$ cat src/logic/swrc_params.svh
// Timing and command constants for the single-wire selection master.
`ifndef SWRC_PARAMS_SVH
`define SWRC_PARAMS_SVH
`define SWRC_CLK_MHZ        50
`define SWRC_RST_LOW_US     480
`define SWRC_RST_LOW_OD_US  48
`define SWRC_RST_WAIT_US    480
`define SWRC_RST_WAIT_OD_US 48
`define SWRC_PRES_SMP_US    70
`define SWRC_PRES_SMP_OD_US 9
`define SWRC_SLOT_US        65
`define SWRC_SLOT_OD_US     8
`define SWRC_LOW0_US        60
`define SWRC_LOW0_OD_US     7
`define SWRC_LOW1_US        6
`define SWRC_LOW1_OD_US     1
`define SWRC_SMP_US         12
`define SWRC_SMP_OD_US      2
`define SWRC_CYC(us)        ((us) * `SWRC_CLK_MHZ)
`define SWRC_CMD_READ       8'h33
`define SWRC_CMD_MATCH      8'h55
`define SWRC_CMD_SEARCH     8'hf0
`define SWRC_CMD_SKIP       8'hcc
`define SWRC_CMD_FSKIP      8'h3c
`endif

$ cat src/logic/swrc_pkg.sv
// Types for the single-wire selection master.
`default_nettype none
package swrc_pkg;
  typedef enum logic [2:0] {
    SWRC_READ   = 3'h0,
    SWRC_MATCH  = 3'h1,
    SWRC_SEARCH = 3'h2,
    SWRC_SKIP   = 3'h3,
    SWRC_FSKIP  = 3'h4,
    SWRC_RAW    = 3'h5
  } swrc_op_e;
  typedef struct packed {
    swrc_op_e    op;
    logic [7:0]  code;
    logic [63:0] id;
  } swrc_req_s;
  typedef struct packed {
    logic        presence;
    logic        ok;
    logic [63:0] id;
  } swrc_rsp_s;
  typedef enum logic [3:0] {
    SWRC_IDLE    = 4'h0,
    SWRC_RLOW    = 4'h1,
    SWRC_RWAIT   = 4'h3,
    SWRC_CMD     = 4'h2,
    SWRC_BITS    = 4'h6,
    SWRC_SRCH    = 4'h7,
    SWRC_DONE    = 4'h5,
    SWRC_SLOT    = 4'h4,
    SWRC_SLOTEND = 4'hc
  } swrc_state_e;
endpackage
`default_nettype wire

$ cat src/logic/swrc_master.sv
// Bus master that resets the single-wire line and issues selection commands.
`timescale 1ns/10ps
`default_nettype none
`include "swrc_params.svh"
module swrc_master
  import swrc_pkg::*;
(
  input  wire logic      clock_i,
  input  wire logic      reset_i,
  input  wire logic      start_i,
  input  wire logic      fast_reset_i,
  input  wire swrc_req_s req_i,
  input  wire logic      line_i,
  output logic           line_o,
  output logic           line_oe_o,
  output logic           busy_o,
  output logic           done_o,
  output swrc_rsp_s      rsp_o,
  output logic           fast_speed_flag_o
);

  swrc_state_e state_q;
  swrc_state_e ret_q;
  swrc_req_s   req_q;
  logic [1:0]  sync_q;
  logic [15:0] cnt_q;
  logic [6:0]  bit_q;
  logic [1:0]  step_q;
  logic        slot_wr_q;
  logic        slot_val_q;
  logic        slot_rd_q;
  logic        first_q;
  logic [7:0]  shift_q;
  logic [63:0] id_q;
  logic        fast_q;
  logic        oe_q;
  logic        busy_q;
  logic        done_q;
  logic        pres_q;
  logic        ok_q;
  logic        line_q;

  function automatic logic [15:0] cyc(input logic fast, input int reg_us, input int od_us);
    cyc = fast ? 16'(`SWRC_CYC(od_us)) : 16'(`SWRC_CYC(reg_us));
  endfunction

  // The line is a pin; two flops before anything reads it.
  always_ff @(posedge clock_i or posedge reset_i)
  begin
    if (reset_i)
      sync_q <= 2'h3;
    else
      sync_q <= {sync_q[0], line_i};
  end

  // Every driver only releases or pulls low, so the driven level never leaves zero.
  always_ff @(posedge clock_i or posedge reset_i)
  begin
    if (reset_i)
      line_q <= 1'b0;
    else
      line_q <= 1'b0;
  end

  // Busy and done follow the sequencer state, so both leave the block from flops.
  always_ff @(posedge clock_i or posedge reset_i)
  begin
    if (reset_i)
    begin
      busy_q <= 1'b0;
      done_q <= 1'b0;
    end
    else
    begin
      done_q <= (state_q == SWRC_DONE);
      if (state_q == SWRC_DONE)
        busy_q <= 1'b0;
      else if ((state_q == SWRC_IDLE) && start_i)
        busy_q <= 1'b1;
    end
  end

  // Transaction sequencer.
  always_ff @(posedge clock_i or posedge reset_i)
  begin
    if (reset_i)
    begin
      state_q    <= SWRC_IDLE;
      ret_q      <= SWRC_IDLE;
      req_q      <= '0;
      cnt_q      <= 16'h0;
      bit_q      <= 7'h0;
      step_q     <= 2'h0;
      slot_wr_q  <= 1'b0;
      slot_val_q <= 1'b1;
      slot_rd_q  <= 1'b1;
      first_q    <= 1'b0;
      shift_q    <= 8'h0;
      id_q       <= 64'h0;
      fast_q     <= 1'b0;
      oe_q       <= 1'b0;
      pres_q     <= 1'b0;
      ok_q       <= 1'b0;
    end
    else
    begin
      case (state_q)
        SWRC_IDLE:
        begin
          oe_q <= 1'b0;
          if (start_i)
          begin
            req_q   <= req_i;
            pres_q  <= 1'b0;
            ok_q    <= 1'b1;
            id_q    <= 64'h0;
            // A short reset keeps fast speed; a full one drops it.
            if (!(fast_reset_i && fast_q))
              fast_q <= 1'b0;
            cnt_q   <= (fast_reset_i && fast_q) ? cyc(1'b1, `SWRC_RST_LOW_US, `SWRC_RST_LOW_OD_US)
                                                : 16'(`SWRC_CYC(`SWRC_RST_LOW_US));
            oe_q    <= 1'b1;
            state_q <= SWRC_RLOW;
          end
        end
        SWRC_RLOW:
        begin
          if (cnt_q <= 16'h1)
          begin
            oe_q    <= 1'b0;
            cnt_q   <= cyc(fast_q, `SWRC_RST_WAIT_US, `SWRC_RST_WAIT_OD_US);
            state_q <= SWRC_RWAIT;
          end
          else
            cnt_q <= cnt_q - 16'h1;
        end
        SWRC_RWAIT:
        begin
          // Presence window sampled once, well inside the device's pull-down.
          if (cnt_q == cyc(fast_q, `SWRC_RST_WAIT_US, `SWRC_RST_WAIT_OD_US)
                       - cyc(fast_q, `SWRC_PRES_SMP_US, `SWRC_PRES_SMP_OD_US))
            pres_q <= ~sync_q[1];
          if (cnt_q <= 16'h1)
          begin
            bit_q   <= 7'h0;
            shift_q <= req_q.code;
            if (!pres_q)
            begin
              ok_q    <= 1'b0;
              state_q <= SWRC_DONE;
            end
            else
              state_q <= SWRC_CMD;
          end
          else
            cnt_q <= cnt_q - 16'h1;
        end
        SWRC_CMD:
        begin
          if (bit_q == 7'h8)
          begin
            bit_q  <= 7'h0;
            step_q <= 2'h0;
            case (req_q.op)
              SWRC_READ, SWRC_MATCH: state_q <= SWRC_BITS;
              SWRC_SEARCH:           state_q <= SWRC_SRCH;
              SWRC_FSKIP:
              begin
                fast_q  <= 1'b1;
                state_q <= SWRC_DONE;
              end
              default:               state_q <= SWRC_DONE;
            endcase
          end
          else
          begin
            slot_wr_q  <= 1'b1;
            slot_val_q <= shift_q[0];
            shift_q    <= {1'b0, shift_q[7:1]};
            bit_q      <= bit_q + 7'h1;
            ret_q      <= SWRC_CMD;
            state_q    <= SWRC_SLOT;
          end
        end
        SWRC_BITS:
        begin
          if (bit_q == 7'h40)
            state_q <= SWRC_DONE;
          else
          begin
            // Readout sends a release slot; match writes the target identity.
            slot_wr_q  <= (req_q.op == SWRC_MATCH);
            slot_val_q <= (req_q.op == SWRC_MATCH) ? req_q.id[bit_q[5:0]] : 1'b1;
            step_q     <= 2'h1;
            ret_q      <= SWRC_BITS;
            state_q    <= SWRC_SLOT;
          end
        end
        SWRC_SRCH:
        begin
          if (bit_q == 7'h40)
            state_q <= SWRC_DONE;
          else
          begin
            case (step_q)
              2'h0:
              begin
                slot_wr_q  <= 1'b0;
                slot_val_q <= 1'b1;
              end
              2'h1:
              begin
                first_q    <= slot_rd_q;
                slot_wr_q  <= 1'b0;
                slot_val_q <= 1'b1;
              end
              default:
              begin
                // Both bits zero means devices disagree; follow the requested path.
                if (first_q && slot_rd_q)
                  ok_q <= 1'b0;
                slot_wr_q  <= 1'b1;
                slot_val_q <= (first_q == slot_rd_q) ? req_q.id[bit_q[5:0]] : first_q;
                id_q[bit_q[5:0]] <= (first_q == slot_rd_q) ? req_q.id[bit_q[5:0]] : first_q;
              end
            endcase
            ret_q   <= SWRC_SRCH;
            state_q <= SWRC_SLOT;
          end
        end
        SWRC_SLOT:
        begin
          // Every slot opens with our own pull-down; we never drive high.
          oe_q    <= 1'b1;
          cnt_q   <= cyc(fast_q, `SWRC_SLOT_US, `SWRC_SLOT_OD_US);
          state_q <= SWRC_SLOTEND;
        end
        SWRC_SLOTEND:
        begin
          if (cnt_q == cyc(fast_q, `SWRC_SLOT_US, `SWRC_SLOT_OD_US)
                       - ((slot_wr_q && !slot_val_q) ? cyc(fast_q, `SWRC_LOW0_US, `SWRC_LOW0_OD_US)
                                                     : cyc(fast_q, `SWRC_LOW1_US, `SWRC_LOW1_OD_US)))
            oe_q <= 1'b0;
          if (cnt_q == cyc(fast_q, `SWRC_SLOT_US, `SWRC_SLOT_OD_US)
                       - cyc(fast_q, `SWRC_SMP_US, `SWRC_SMP_OD_US))
            slot_rd_q <= sync_q[1];
          if (cnt_q <= 16'h1)
          begin
            oe_q    <= 1'b0;
            state_q <= ret_q;
            if (ret_q == SWRC_BITS)
            begin
              if (req_q.op == SWRC_READ)
                id_q[bit_q[5:0]] <= slot_rd_q;
              else
                id_q[bit_q[5:0]] <= req_q.id[bit_q[5:0]];
              bit_q <= bit_q + 7'h1;
            end
            else if (ret_q == SWRC_SRCH)
            begin
              if (step_q == 2'h2)
              begin
                step_q <= 2'h0;
                bit_q  <= bit_q + 7'h1;
              end
              else
                step_q <= step_q + 2'h1;
            end
          end
          else
            cnt_q <= cnt_q - 16'h1;
        end
        SWRC_DONE:
        begin
          // The done pulse and the drop of busy come from their own process.
          state_q <= SWRC_IDLE;
        end
        default:
          state_q <= SWRC_IDLE;
      endcase
    end
  end

  assign line_o            = line_q;
  assign line_oe_o         = oe_q;
  assign busy_o            = busy_q;
  assign done_o            = done_q;
  assign rsp_o             = '{presence: pres_q, ok: ok_q, id: id_q};
  assign fast_speed_flag_o = fast_q;

endmodule
`default_nettype wire

$ cat config.mk
export PLATFORM = sky130hd
export DESIGN_NAME = swrc_master
export DESIGN_NICKNAME = d
export VERILOG_FILES = /design/src/logic/swrc_pkg.sv /design/src/logic/swrc_master.sv
export VERILOG_INCLUDE_DIRS = /design/src /design/src/logic
export SDC_FILE = /design/constraint.sdc
export NUM_CORES = 1
export LEC_CHECK = 0
export ABC_AREA = 1
export ABC_CLOCK_PERIOD_IN_PS = 17200
export BUFFER_PORTS_ARGS = -buffer_cell sky130_fd_sc_hd__buf_2
export CAP_MARGIN = 30
export CORE_AREA = 2 2 158 276
export DETAILED_ROUTE_END_ITERATION = 8
export DIE_AREA = 0 0 160 278
export PLACE_DENSITY = 0.49
export SYNTH_ARGS = -nofsm -noshare
export SYNTH_HDL_FRONTEND = slang
export SYNTH_SLANG_ARGS = --single-unit
$ cat constraint.sdc
create_clock -name clock_i -period 17.2 [get_ports clock_i]
set_input_delay 1.72 -clock clock_i [delete_from_list [all_inputs] [get_ports clock_i]]
set_output_delay 1.72 -clock clock_i [all_outputs]
set_load 0.02 [all_outputs]
After elaboration in Yosys (flattened, before gate mapping)
Cells that the tools add are included.

Output and inout port bits: 71. Register bits: 192. Input port bits: 80. Logic and storage cells: 202.

$add $sub $neg: 6. Equal/unequal tests: 42. Magnitude comparators: 3. Bitwise gates (word level): 2. Reductions and logical operators: 38. Multiplexer cells: 90.

Operator list (count): $mux W64 (6); $bwmux W64 (3); $pmux W64 S3 (1); $pmux W16 S4 (1); $eq A16 B16 Y1 (3); $mux W12 (4); $mux W16 (3); $mux W7 (6); $ne A2 B2 Y1 const B (17); $mux W4 (8); $mux W1 (31); $mux W15 (2); $pmux W4 S7 (1); $eq A4 B3 Y1 const B (6); $pmux W7 S3 (1); $le A16 B1 Y1 const B (1); $mux W8 (2); $pmux W8 S2 (1); $sub A15 B12 Y16 (1); $sub A16 B1 Y16 const B (1); $sub A16 B12 Y16 (1); $reduce_and A3 Y1 (5); $reduce_bool A3 Y1 (5); $sub A12 B10 Y13 (1); 43 further kinds (70).

Logic depth before layout (Yosys ltp)
Gate-level depths: netlist (run 1).

Depth after elaboration: 9. Mapped depth: 18. Mapped depth without buffers: 14.

Least setup slack after synthesis (run 1)
OpenSTA, ideal clock, no wires.

Path kind: in2reg. Start point: input start_i. End point: register req_q[41] (netlist bit). Slack: 14.364 ns. Data arrival time: 2.703 ns. Stages: 5. Data required time: 17.067 ns. Path buffers: 2. Setup time: 0.133 ns. Cells stage by stage: inv_1 -> nor2_1 -> clkbuf_1 -> clkbuf_1 -> o21ai_0.

Longest elaborated chain between the ends: 1.

Ends and longest elaborated chain: start, declared (RTL line swrc_master.sv:10) `input wire logic start_i,`; $reduce_and A2 Y1 (no line); end signal, assigned (RTL line swrc_master.sv:113) `req_q <= req_i;`; end, declared (RTL line swrc_master.sv:24) `swrc_req_s req_q;`.

No other way between the ends. A chain may end at the register's enable or synchronous reset.

Final worst setup path (run 1)
Start point: register state_q[0]. End point: register id_q[14].

Longest elaborated chain between the ends: 3. Elaborated cells between the ends (all ways): 11. Those cells by class: eq/ne: 7; mux: 1; reduce/logical: 3.

Ends and longest elaborated chain: start, declared (RTL line swrc_master.sv:22) `swrc_state_e state_q;`; start signal, assigned (RTL line swrc_master.sv:250) `state_q <= ret_q;`; $eq A4 B4 Y1, or another cell as far along (RTL line swrc_master.sv:107) `case (state_q)`; $ne A2 B2 Y1 (no line) or $reduce_bool A3 Y1 (tied branches); $reduce_and A6 Y1 (no line); end signal, assigned by index (RTL line swrc_master.sv:224) `id_q[bit_q[5:0]] <= (first_q == slot_rd_q) ? req_q.id[bit_q[5:0]] : first_q;`; end signal, assigned by index (RTL line swrc_master.sv:254) `id_q[bit_q[5:0]] <= slot_rd_q;`; end signal, assigned by index (RTL line swrc_master.sv:256) `id_q[bit_q[5:0]] <= req_q.id[bit_q[5:0]];`; end, declared (RTL line swrc_master.sv:34) `logic [63:0] id_q;`.

Several ways; a longest one is shown, not always the timed one.

==> out/metrics.yaml, run 1 <==
power_and_ir_drop:
  p_comb_share_pct: 5.7
  peakVddDrop_uv: 53.5
  switching_share_pct: 27.2
  p_leak_nw: 7.79
  seqPwrFrac_pct: 50.2
  p_clk_share_pct: 44.2
  power_density_nw_per_um2: 64.8
  intPower_mw: 0.673
  p_sw_mw: 0.251
global_route:
  grt_overflow: 0
  grtUsageTotal_pct: 18.8
  antenna_found_initial: 1
  grt_max_degree: 118
  grt_pass1_wl_mm: 66.9
  grt_pass1_vias: 12600
clock_tree:
  cts_tree: "done"
  clockRootBuffer: "clkbuf_16"
  cts_sinks: 191
  postCtsSetupBuffers: 0
  cts_max_path_buffers: 2
  clk_latency_ns: 0.46
  numCtsBuffers: 17
  htreeDepth: 4
  clk_pin_slew_worst_paths_ns: 0.08
  cts_resized: 0
  postCtsHoldBufs: 0
worst_hold_path:
  hold_path_class: "reg -> reg"
sta:
  finalCriticalPeriod_ns: 4.10
  setup_viol: 0
  fmax_mhz: 244
  finalCritPeriodShare_pct: 23.9
  finClkSkew_ns: 0.0114
  setup_tns_ns: 0
  rsz0062_at_grt: "false"
  drv_slew: 0
  tightest_slew_ns: 0.986
  hold_viol: 0
  slew_headroom_pct: 34.2
cells_and_area:
  nFillCells: 4762
  fin_nets: 2173
  instances_no_fill: 2653
  drive_above_1_share_pct: 10.9
  multi_input_area_um2: 6470
  final_cell_mix: "nand2_1, nor2_1, inv_1, dfrtp_1, buf_2"
  seq_area_um2: 4780
  syn_to_final_growth_pct: 14.0
  layout_commonest_cell: "nand2_1"
routing:
  dr.first_iter.drc_count: 908
  vias: 12600
  final_antenna_net_count: 0
  drt_wl_total_mm: 41.5
  avgViaCountPerCell: 4.75
  firstDrtPassIters: 7
  drc_errors: 0
  wl_per_cell_um: 15.6
synth:
  yosysWarnings: 0
  synthesis.area_um2: 12500
  syn_nets: 2083
  synth_top_family_by_area: "simple AND/OR/NAND/NOR gates"
  ys_seq_elements: 191
  synthFlopType: "dfrtp_1"
  synthAdderAreaFrac_pct: 1.50
  ys_types: 49
  synth_compound_area_share_pct: 7.52
  seq_area_frac_synth_pct: 38.2
  avgSynthCellArea_um2: 6.29
  synth_edf_count: 0
  async_reset_ff_share_pct: 100
  synthMuxAreaShare_pct: 0.640
  synthSimpleGateAreaFrac_pct: 40.4
  synth-xor-area-share_pct: 1.33
  synth_cells: 1988
die:
  die_height_um: 278
  start_util_pct: 29.6
  fp.coreArea_um2: 42300
  rows: 100
  io_pins: 151
  die_x_um: 160
  die_area_um2: 44500
job:
  max-cap-violations: 0
critical_path:
  critPathArrivalTime_ns: 4.44
  required_ns: 17.54
  reg2reg_slack_ns: 13.10
  start_kind: "flip-flop"
  cp-end-kind: "flip-flop"
  path_class: "reg -> reg"
  cp_max_fo: 71
place:
  dp.cells: 2618
  dpl.hpwl_mm: 28.3
  port_buffers: 149
  globalplace.congestion: 0.842
run_status:
  outcome: "completed"
-- worst max-delay path, cell delays in order (launching register included) --
cell	delay (ns)
dfrtp_1	0.47
inv_2	0.16
nand2_1	0.08
nor2_1	0.20
nand2_2	0.20
inv_2	0.07
buf_4	0.61
nand3_1	0.15
nand3_1	0.11
inv_1	0.07
nor3_4	0.14
buf_4	0.64
inv_2	0.31
buf_4	0.41
nand2_1	0.13
nand2_1	0.06
-- synthesized netlist by cell type, types with 15 or more instances --
cell      number  area (µm²)
dfrtp_1      187        4680
o21ai_0       97         485
clkbuf_1      36         135
nand2_1      915        3430
inv_1        200         751
ha_1          15         188
nor3_1        15        75.1
a21oi_1       28         140
buf_2         29         145
nor2_1       204         766
nand3_1      108         541
-- through the flow --
stage,setup slack (ns),hold WS (ns),instance area [µm²],util [%],total power [mW]
2_1_floorplan,10.29,0.345,12500,-,0.503
3_3_place_gp,12.93,0.349,13600,32.2,0.524
3_5_place_dp,12.91,0.356,13600,32.2,0.525
4_1_cts,13.12,0.366,14200,33.6,0.938
5_1_grt,12.76,0.372,14300,33.7,0.963
6_report,13.10,0.363,14300,33.7,0.924
-- logic make-up (layout without fill, tap and decap cells) --
kind of cell | Yosys count | in the layout
other cells | 1 | 2
fa+ha+maj | 15 | 15
simple gates | 1279 | 1279
flops | 191 | 191
buf+inv | 306 | 409
xor+xnor | 19 | 19
mux | 8 | 8
compound gates | 169 | 169
-- metal layers --
layer  GRT usage (%)  wire length, µm  share of wire (%)  vias up
li1                -                -                  -     6297
met1            21.8            16600                 40     5891
met2            34.3            21600                 52      339
met3            2.43             1610                3.9       73
met4            8.41             1640                4.0        0
met5               0                0                  0        -
-- sequential cells by signal (all words and copies together), names as in the netlist, 2 cells and up --
name,count
cnt_q,16
ret_q,3
sync_q,2
req_q,75
step_q,2
id_q,64
state_q,4
bit_q,7
shift_q,8
-- power groups by stage --
stage / Combinational (mW) / Clock (mW) / Sequential [mW]
finish: 0.0522 / 0.408 / 0.464
global route: 0.0597 / 0.438 / 0.465
CTS: 0.0524 / 0.422 / 0.464
detailed placement: 0.0522 / 0 / 0.473
global placement: 0.0514 / 0 / 0.472
floorplan: 0.0311 / 0 / 0.472
-- area by class of cell --
type	instances	share of cell area, %
multi-input combinational	1491	45.4
sequential	191	33.5
antenna	1	0.0175
clock buffer	18	3.08
inverter	213	5.67
timing repair buffer	164	6.30
tap	561	4.92
clock inverter	14	1.07
-- worst paths after layout --
kind,start,to,cells past startpoint
max reg2reg,state_q[0],id_q[14],15
max in group asynchronous,reset_i,cnt_q[0],3
max,state_q[0],id_q[14],15
min in group asynchronous,reset_i,id_q[32],2
min reg2reg,sync_q[0],sync_q[1],0
min,sync_q[0],sync_q[1],0
(Power assumes the default switching activity.)
==> run 2: changes to the inputs <==
ABC_AREA = 0   (was 1)
ABC_CLOCK_PERIOD_IN_PS = 3800   (was 17200)
CORE_AREA = 2 2 143 250   (was 2 2 158 276)
DIE_AREA = 0 0 145 252   (was 0 0 160 278)
PLACE_DENSITY = 0.5   (was 0.49)
clock period = 3.8 ns   (was 17.2 ns; I/O delays follow)
==> run 2 against run 1 <==
  * Critical path type unchanged
  * Count of clock-buffer cells in the layout did not move
  * Setup slack worse by 13 ns
  * First-iteration DRC count shrank 41%
  * Hold slack got worse by 0.32 ns
  * Critical path depth shrank 8
  * Non-clock buffer count rose by 25
==> out/metrics.yaml, run 2 <==
run_status:
  outcome: "completed"
power_and_ir_drop:
  p_leak_nw: 5.54  # -29%
  p_total_mw: 3.95  # +330%
  power_density_nw_per_um2: 325  # +400%
  p_sw_mw: 0.952  # +280%
  p_clk_share_pct: 46.0  # +1.8 points
  peakVddDrop_uv: 312  # +480%
  p_comb_share_pct: 2.5  # -3.2 points
  intPower_mw: 3.00  # +340%
  seqPwrFrac_pct: 51.5  # +1.3 points
  switching_share_pct: 24.1  # -3.0 points
cells_and_area:
  reg_top3: "req_q x75, id_q x64, cnt_q x16"
  largest_reg_flops: 75  # unchanged
  fin_nets: 1292  # -41%
  layout_commonest_cell: "dfrtp_1"
  final_cell_mix: "dfrtp_1, buf_2, o21ai_0, a21oi_1, nand2_1"
  fin_area_um2: 12200  # -15%
  num_antenna_cells: 0  # -1
  final_core_util_pct: 35.4  # +1.7 points
  syn_to_final_growth_pct: 18.5
  top_register: "req_q"
  drive_above_1_share_pct: 27.2  # +16 points
clock_tree:
  clockRootBuffer: "clkbuf_16"
  numCtsBuffers: 17  # unchanged
  cts_max_path_buffers: 2  # unchanged
  clk_pin_slew_worst_paths_ns: 0.08  # about the same
  htreeDepth: 4  # unchanged
  postCtsSetupBuffers: 0  # unchanged
  cts_resized: 0  # unchanged
  clk_latency_ns: 0.45  # about the same
  cts_sinks: 191  # unchanged
  cts_tree: "done"
die:
  io_pins: 151  # unchanged
  start_util_pct: 29.9  # +0.28 points
  die_height_um: 252  # -9.4%
  die_x_um: 145  # -9.4%
  die_area_um2: 36500  # -18%
  fp.coreArea_um2: 34300  # -19%
  rows: 90  # -10%
critical_path:
  path_class: "reg -> reg"
  start_kind: "flip-flop"
  cp-end-kind: "flip-flop"
  cp_slowest_cell: "a22oi_4"
  cp_max_fo: 44  # -38%
  cp_cell_sequence: "mux4_2, a32o_1, a311oi_1, and3_2, a31oi_4, a22oi_4, o21ai_0"
  cpPeakStageDelay_ns: 0.91  # +0.27 ns
  path_buf_inv: 0  # -7
  critPathArrivalTime_ns: 3.72  # -0.72 ns
  cpLargestDelayFamily: "compound AO/OA/AOI/OAI gates"
  required_ns: 4.08  # -13.46 ns
place:
  placed_cell_area_um2: 11600  # -15%
  port_buffers: 149  # unchanged
  globalplace.congestion: 0.873  # +3.7%
  dpl.hpwl_mm: 24.2  # -15%
global_route:
  grt_overflow: 0  # unchanged
  met2_usage_pct: 34.7  # +0.48 points
  met3_usage_pct: 2.84  # +0.41 points
  grtUsageTotal_pct: 18.2  # -0.59 points
  grt-busiest-layer: "met2"
  grt_pass1_wl_mm: 51.0  # -24%
  grt_pass1_vias: 8783  # -30%
  antenna_found_initial: 3  # +2
  grtUsageMet1_pct: 19.5  # -2.4 points
  grt_max_degree: 102  # -14%
sta:
  rsz0062_at_grt: "false"
  finalCriticalPeriod_ns: 3.43  # -0.671 ns
  setup_tns_ns: 0  # unchanged
  finClkSkew_ns: 0.0106  # -0.000816 ns
  slew_headroom_pct: 28.2  # -5.9 points
  drv_slew: 0  # unchanged
  finalCritPeriodShare_pct: 90.4  # +66 points
  hold_viol: 0  # unchanged
  setup_viol: 0  # unchanged
  hold_ws_ns: 0.0474  # -0.316 ns
  tightest_slew_ns: 1.07  # +0.0816 ns
  fmax_mhz: 291  # +20%
synth:
  synth_area_leader_cell: "dfrtp_1"
  yosysMostFrequentCell: "dfrtp_1"
  ys_top_cells_by_area: "dfrtp_1, mux2_2, o21ai_0"
  synthFlopType: "dfrtp_1"
  ys_types: 69  # +41%
  avgSynthCellArea_um2: 9.54  # +52%
  async_reset_ff_share_pct: 100  # unchanged
  synthesis.area_um2: 10300  # -18%
  synth_cells: 1075  # -46%
  synth_edf_count: 0  # unchanged
  ys_seq_elements: 191  # unchanged
  synth_top_area_share_pct: 45.6  # +8.2 points
  seq_area_frac_synth_pct: 46.7  # +8.4 points
  syn_nets: 1170  # -44%
  synth_common_cells: "dfrtp_1, o21ai_0, a21oi_1, nand2_1, mux2_2"
  yosysWarnings: 0  # unchanged
worst_hold_path:
  hold_path_class: "in -> async"
routing:
  final_antenna_net_count: 0  # unchanged
  drc_errors: 0  # unchanged
  vias: 8794  # -30%
  avgViaCountPerCell: 5.27  # +11%
  drt_wl_total_mm: 33.2  # -20%
  wl_per_cell_um: 19.9  # +27%
  firstDrtPassIters: 5  # -2
  dr.first_iter.drc_count: 538  # -41%
job:
  max-cap-violations: 0  # unchanged
[run 2: layout make-up]
cell class                      instances  area, µm²
Clock buffer                           18        429
Clock inverter                         14        149
Fill cell                            3525      22200
Inverter                               18       71.3
Multi-Input combinational cell        780       5060
Sequential cell                       191       4790
Tap cell                              460        576
Timing Repair Buffer                  189       1090
[run 2: worst paths after layout]
check / startpoint / end / slack, ns / cells after the start
min in group clock_i: req_i[73] / req_q[73] / 0.15 / 2
max in group asynchronous: reset_i / bit_q[0] / 2.73 / 3
worst max register to register: bit_q[0] / id_q[35] / 0.37 / 7
worst min-delay path: reset_i / id_q[5] / 0.05 / 2
worst min register to register: sync_q[0] / sync_q[1] / 0.37 / 0
worst max-delay path: bit_q[0] / id_q[35] / 0.37 / 7
[run 2: cell families after synthesis]
family / after synthesis / share of synthesized area (%)
AO/OA/AOI/OAI: 357 / 20.0
XOR/XNOR: 10 / 0.854
adder cells (fa/ha/maj): 15 / 1.83
buffers and inverters: 104 / 4.43
flip-flops: 191 / 46.7
multiplexers: 114 / 12.6
other: 1 / 0.0366
AND/OR/NAND/NOR: 283 / 13.6
[run 2: timing repair]
action,4_1_cts,5_1_grt
endpoints found under the hold margin,1,0
endpoints found under the setup margin,0,0
hold buffers,1,0
[run 2: stage by stage]
step | cells | worst slack [ns]
floorplan | 1075 | 0.961
global placement | 1636 | 0.446
detailed placement | 1637 | 0.389
CTS | 1670 | 0.376
global route | 1670 | 0.147
finish | 1670 | 0.367
[run 2: routing by layer]
layer,vias to the layer above,wire length [µm],part of all wire (%)
met1,4324,12500,38
met4,0,1390,4.2
met2,253,18300,55
li1,4142,-,-
met5,-,0,0
met3,75,1010,3.0
[run 2: power by group through the flow]
stage                     registers [mW]  clock network (mW)  logic (mW)
after global placement              2.07                   0       0.105
after global routing                2.03                1.96       0.113
after detailed placement            2.07                   0       0.105
final                               2.03                1.81       0.100
after floorplan                     2.07                   0      0.0325
after CTS                           2.03                1.87       0.106
==> run 3: changes to the inputs <==
==> constraint.sdc (replaced) <==
create_clock -name clock_i -period 3.8 [get_ports clock_i]
set_input_delay 0.19 -clock clock_i [delete_from_list [all_inputs] [get_ports clock_i]]
set_output_delay 0.19 -clock clock_i [all_outputs]
set_load 0.02 [all_outputs]
==> run 3 against run 2 <==
  * Cell area up 5.9%
  * Setup slack improved by 0.00063 ns
  * Sequential cell count stayed put
  * First-iteration DRC count up 2.0%
  * Sequential power barely moved
  * Critical path type unchanged
  * Utilization up 2.1 points
  * Hold slack worse by 0.031 ns
  * Via count grew 4.4%
==> out/metrics.yaml, run 3 (synthesis gave the netlist of run 2 again) <==
global_route:
  grtUsageTotal_pct: 18.7  # +0.52 points
  grt_overflow: 0  # unchanged
  antenna_found_initial: 3  # unchanged
  met2_usage_pct: 34.7  # -0.041 points
  grtUsageMet1_pct: 19.9  # +0.46 points
  grt_pass1_wl_mm: 52.7  # +3.2%
  grt_max_degree: 102  # unchanged
  grt-busiest-layer: "met2"
  met3_usage_pct: 2.88  # +0.036 points
  grt_pass1_vias: 9257  # +5.4%
routing:
  final_antenna_net_count: 0  # unchanged
  drc_errors: 0  # unchanged
  firstDrtPassIters: 6  # +1
  drt_wl_total_mm: 34.3  # +3.3%
  wl_per_cell_um: 19.7  # -1.1%
  avgViaCountPerCell: 5.26  # about the same
  dr.first_iter.drc_count: 549  # +2.0%
  vias: 9181  # +4.4%
sta:
  finalCritPeriodShare_pct: 90.3  # about the same
  tightest_slew_ns: 1.07  # -0.000751 ns
  layout_setup_ws_ns: 0.367  # +0.000630 ns
  finClkSkew_ns: 0.0117  # +0.00110 ns
  finalCriticalPeriod_ns: 3.43  # -0.000630 ns
  setup_viol: 0  # unchanged
  hold_viol: 0  # unchanged
  fmax_mhz: 291  # about the same
  setup_tns_ns: 0  # unchanged
  drv_slew: 0  # unchanged
  slew_headroom_pct: 28.8  # +0.60 points
  rsz0062_at_grt: "false"
die:
  die_height_um: 252  # unchanged
  die_x_um: 145  # unchanged
  io_pins: 151  # unchanged
  fp.coreArea_um2: 34300  # unchanged
  die_area_um2: 36500  # unchanged
  start_util_pct: 29.9  # unchanged
  rows: 90  # unchanged
critical_path:
  start_kind: "flip-flop"
  cp_cell_sequence: "mux4_2, a32o_1, a311oi_1, and3_2, a31oi_4, a22oi_4, o21ai_0"
  cp_slowest_cell: "a22oi_4"
  cp_max_fo: 44  # unchanged
  reg2reg_slack_ns: 0.37  # about the same
  critPathArrivalTime_ns: 3.72  # about the same
  cpPeakStageDelay_ns: 0.92  # about the same
  cp-end-kind: "flip-flop"
  path_class: "reg -> reg"
  required_ns: 4.08  # about the same
  path_buf_inv: 0  # unchanged
  cpLargestDelayFamily: "compound AO/OA/AOI/OAI gates"
clock_tree:
  postCtsSetupBuffers: 0  # unchanged
  cts_sinks: 191  # unchanged
  clockRootBuffer: "clkbuf_16"
  cts_max_path_buffers: 2  # unchanged
  clk_latency_ns: 0.46  # about the same
  cts_resized: 0  # unchanged
  clk_pin_slew_worst_paths_ns: 0.08  # about the same
  numCtsBuffers: 17  # unchanged
  cts_tree: "done"
  htreeDepth: 4  # unchanged
place:
  placed_cell_area_um2: 11600  # unchanged
  globalplace.congestion: 0.873  # unchanged
  dp_slack_ns: 0.389  # unchanged
  dpl.hpwl_mm: 24.2  # unchanged
  port_buffers: 149  # unchanged
run_status:
  outcome: "completed"
cells_and_area:
  nFillCells: 3463  # -1.8%
  fin_nets: 1363  # +5.5%
  layout_commonest_cell: "dfrtp_1"
  largest_reg_flops: 75  # unchanged
  top_register: "req_q"
  fin_area_um2: 12900  # +5.9%
  drive_above_1_share_pct: 25.7  # -1.5 points
  final_cell_mix: "dfrtp_1, buf_2, o21ai_0, a21oi_1, nand2_1"
  reg_top3: "req_q x75, id_q x64, cnt_q x16"
  syn_to_final_growth_pct: 25.5
power_and_ir_drop:
  p_total_mw: 4.01  # +1.6%
  p_leak_nw: 5.83  # +5.4%
  power_density_nw_per_um2: 312  # -4.0%
  peakVddDrop_uv: 312  # +0.11%
worst_hold_path:
  hold_path_class: "in -> reg"
job:
  max-cap-violations: 0  # unchanged
==> run 3: area by class of cell <==
class	instances	area, µm²	share of cell area (%)
Timing Repair Buffer	260	1800	14.0
Inverter	18	71.3	0.554
Clock buffer	18	429	3.33
Sequential cell	191	4790	37.2
Tap cell	460	576	4.47
Clock inverter	14	149	1.16
Multi-Input combinational cell	780	5060	39.3
Antenna cell	3	7.51	0.0583
==> run 3: worst paths after layout <==
kind	from	to	depth (start not counted)
worst min register to register	sync_q[0]	sync_q[1]	0
worst max register to register	bit_q[0]	id_q[52]	7
min in group asynchronous	reset_i	id_q[5]	3
worst min-delay path	req_i[9]	req_q[9]	2
max in group asynchronous	reset_i	bit_q[0]	4
worst max-delay path	bit_q[0]	id_q[52]	7
==> run 3: report_power, final <==
part           switching (mW)  total (mW)  internal, mW  leakage (nW)
logic                  0.0778       0.160        0.0821          2.97
clock network           0.890        1.82         0.928         0.275
registers            0.000553        2.03          2.03          2.59
total                   0.969        4.01          3.04          5.83
==> run 3: timing repair <==
| item | 4_1_cts | 5_1_grt |
|---|---|---|
| hold buffers | 71 | 1 |
| hold endpoints to repair | 96 | 1 |
| endpoints found under the setup margin | 0 | 0 |
==> run 3: per-layer routing <==
layer	wire, µm	part of all wire [%]
met1	12700	37
met2	18600	54
met3	1020	3.0
met4	1960	5.7
met5	0	0
==> run 3: worst register-to-register path, delay by kind of cell, from the launching register on <==
kind	cells	cell delay (ns)
AOI/OAI and AO/OA	5	1.85
DFF	1	0.55
and+or+nand+nor	1	0.33
muxes	1	0.54
==> run 3: through the flow <==
step                utilization (%)  hold slack (ns)  cells
global route                   37.5          0.00286   1744
global placement               33.7            0.299   1636
floorplan                         -            0.194   1075
detailed placement             33.7            0.301   1637
CTS                            37.4         0.000957   1740
finish                         37.5           0.0168   1744
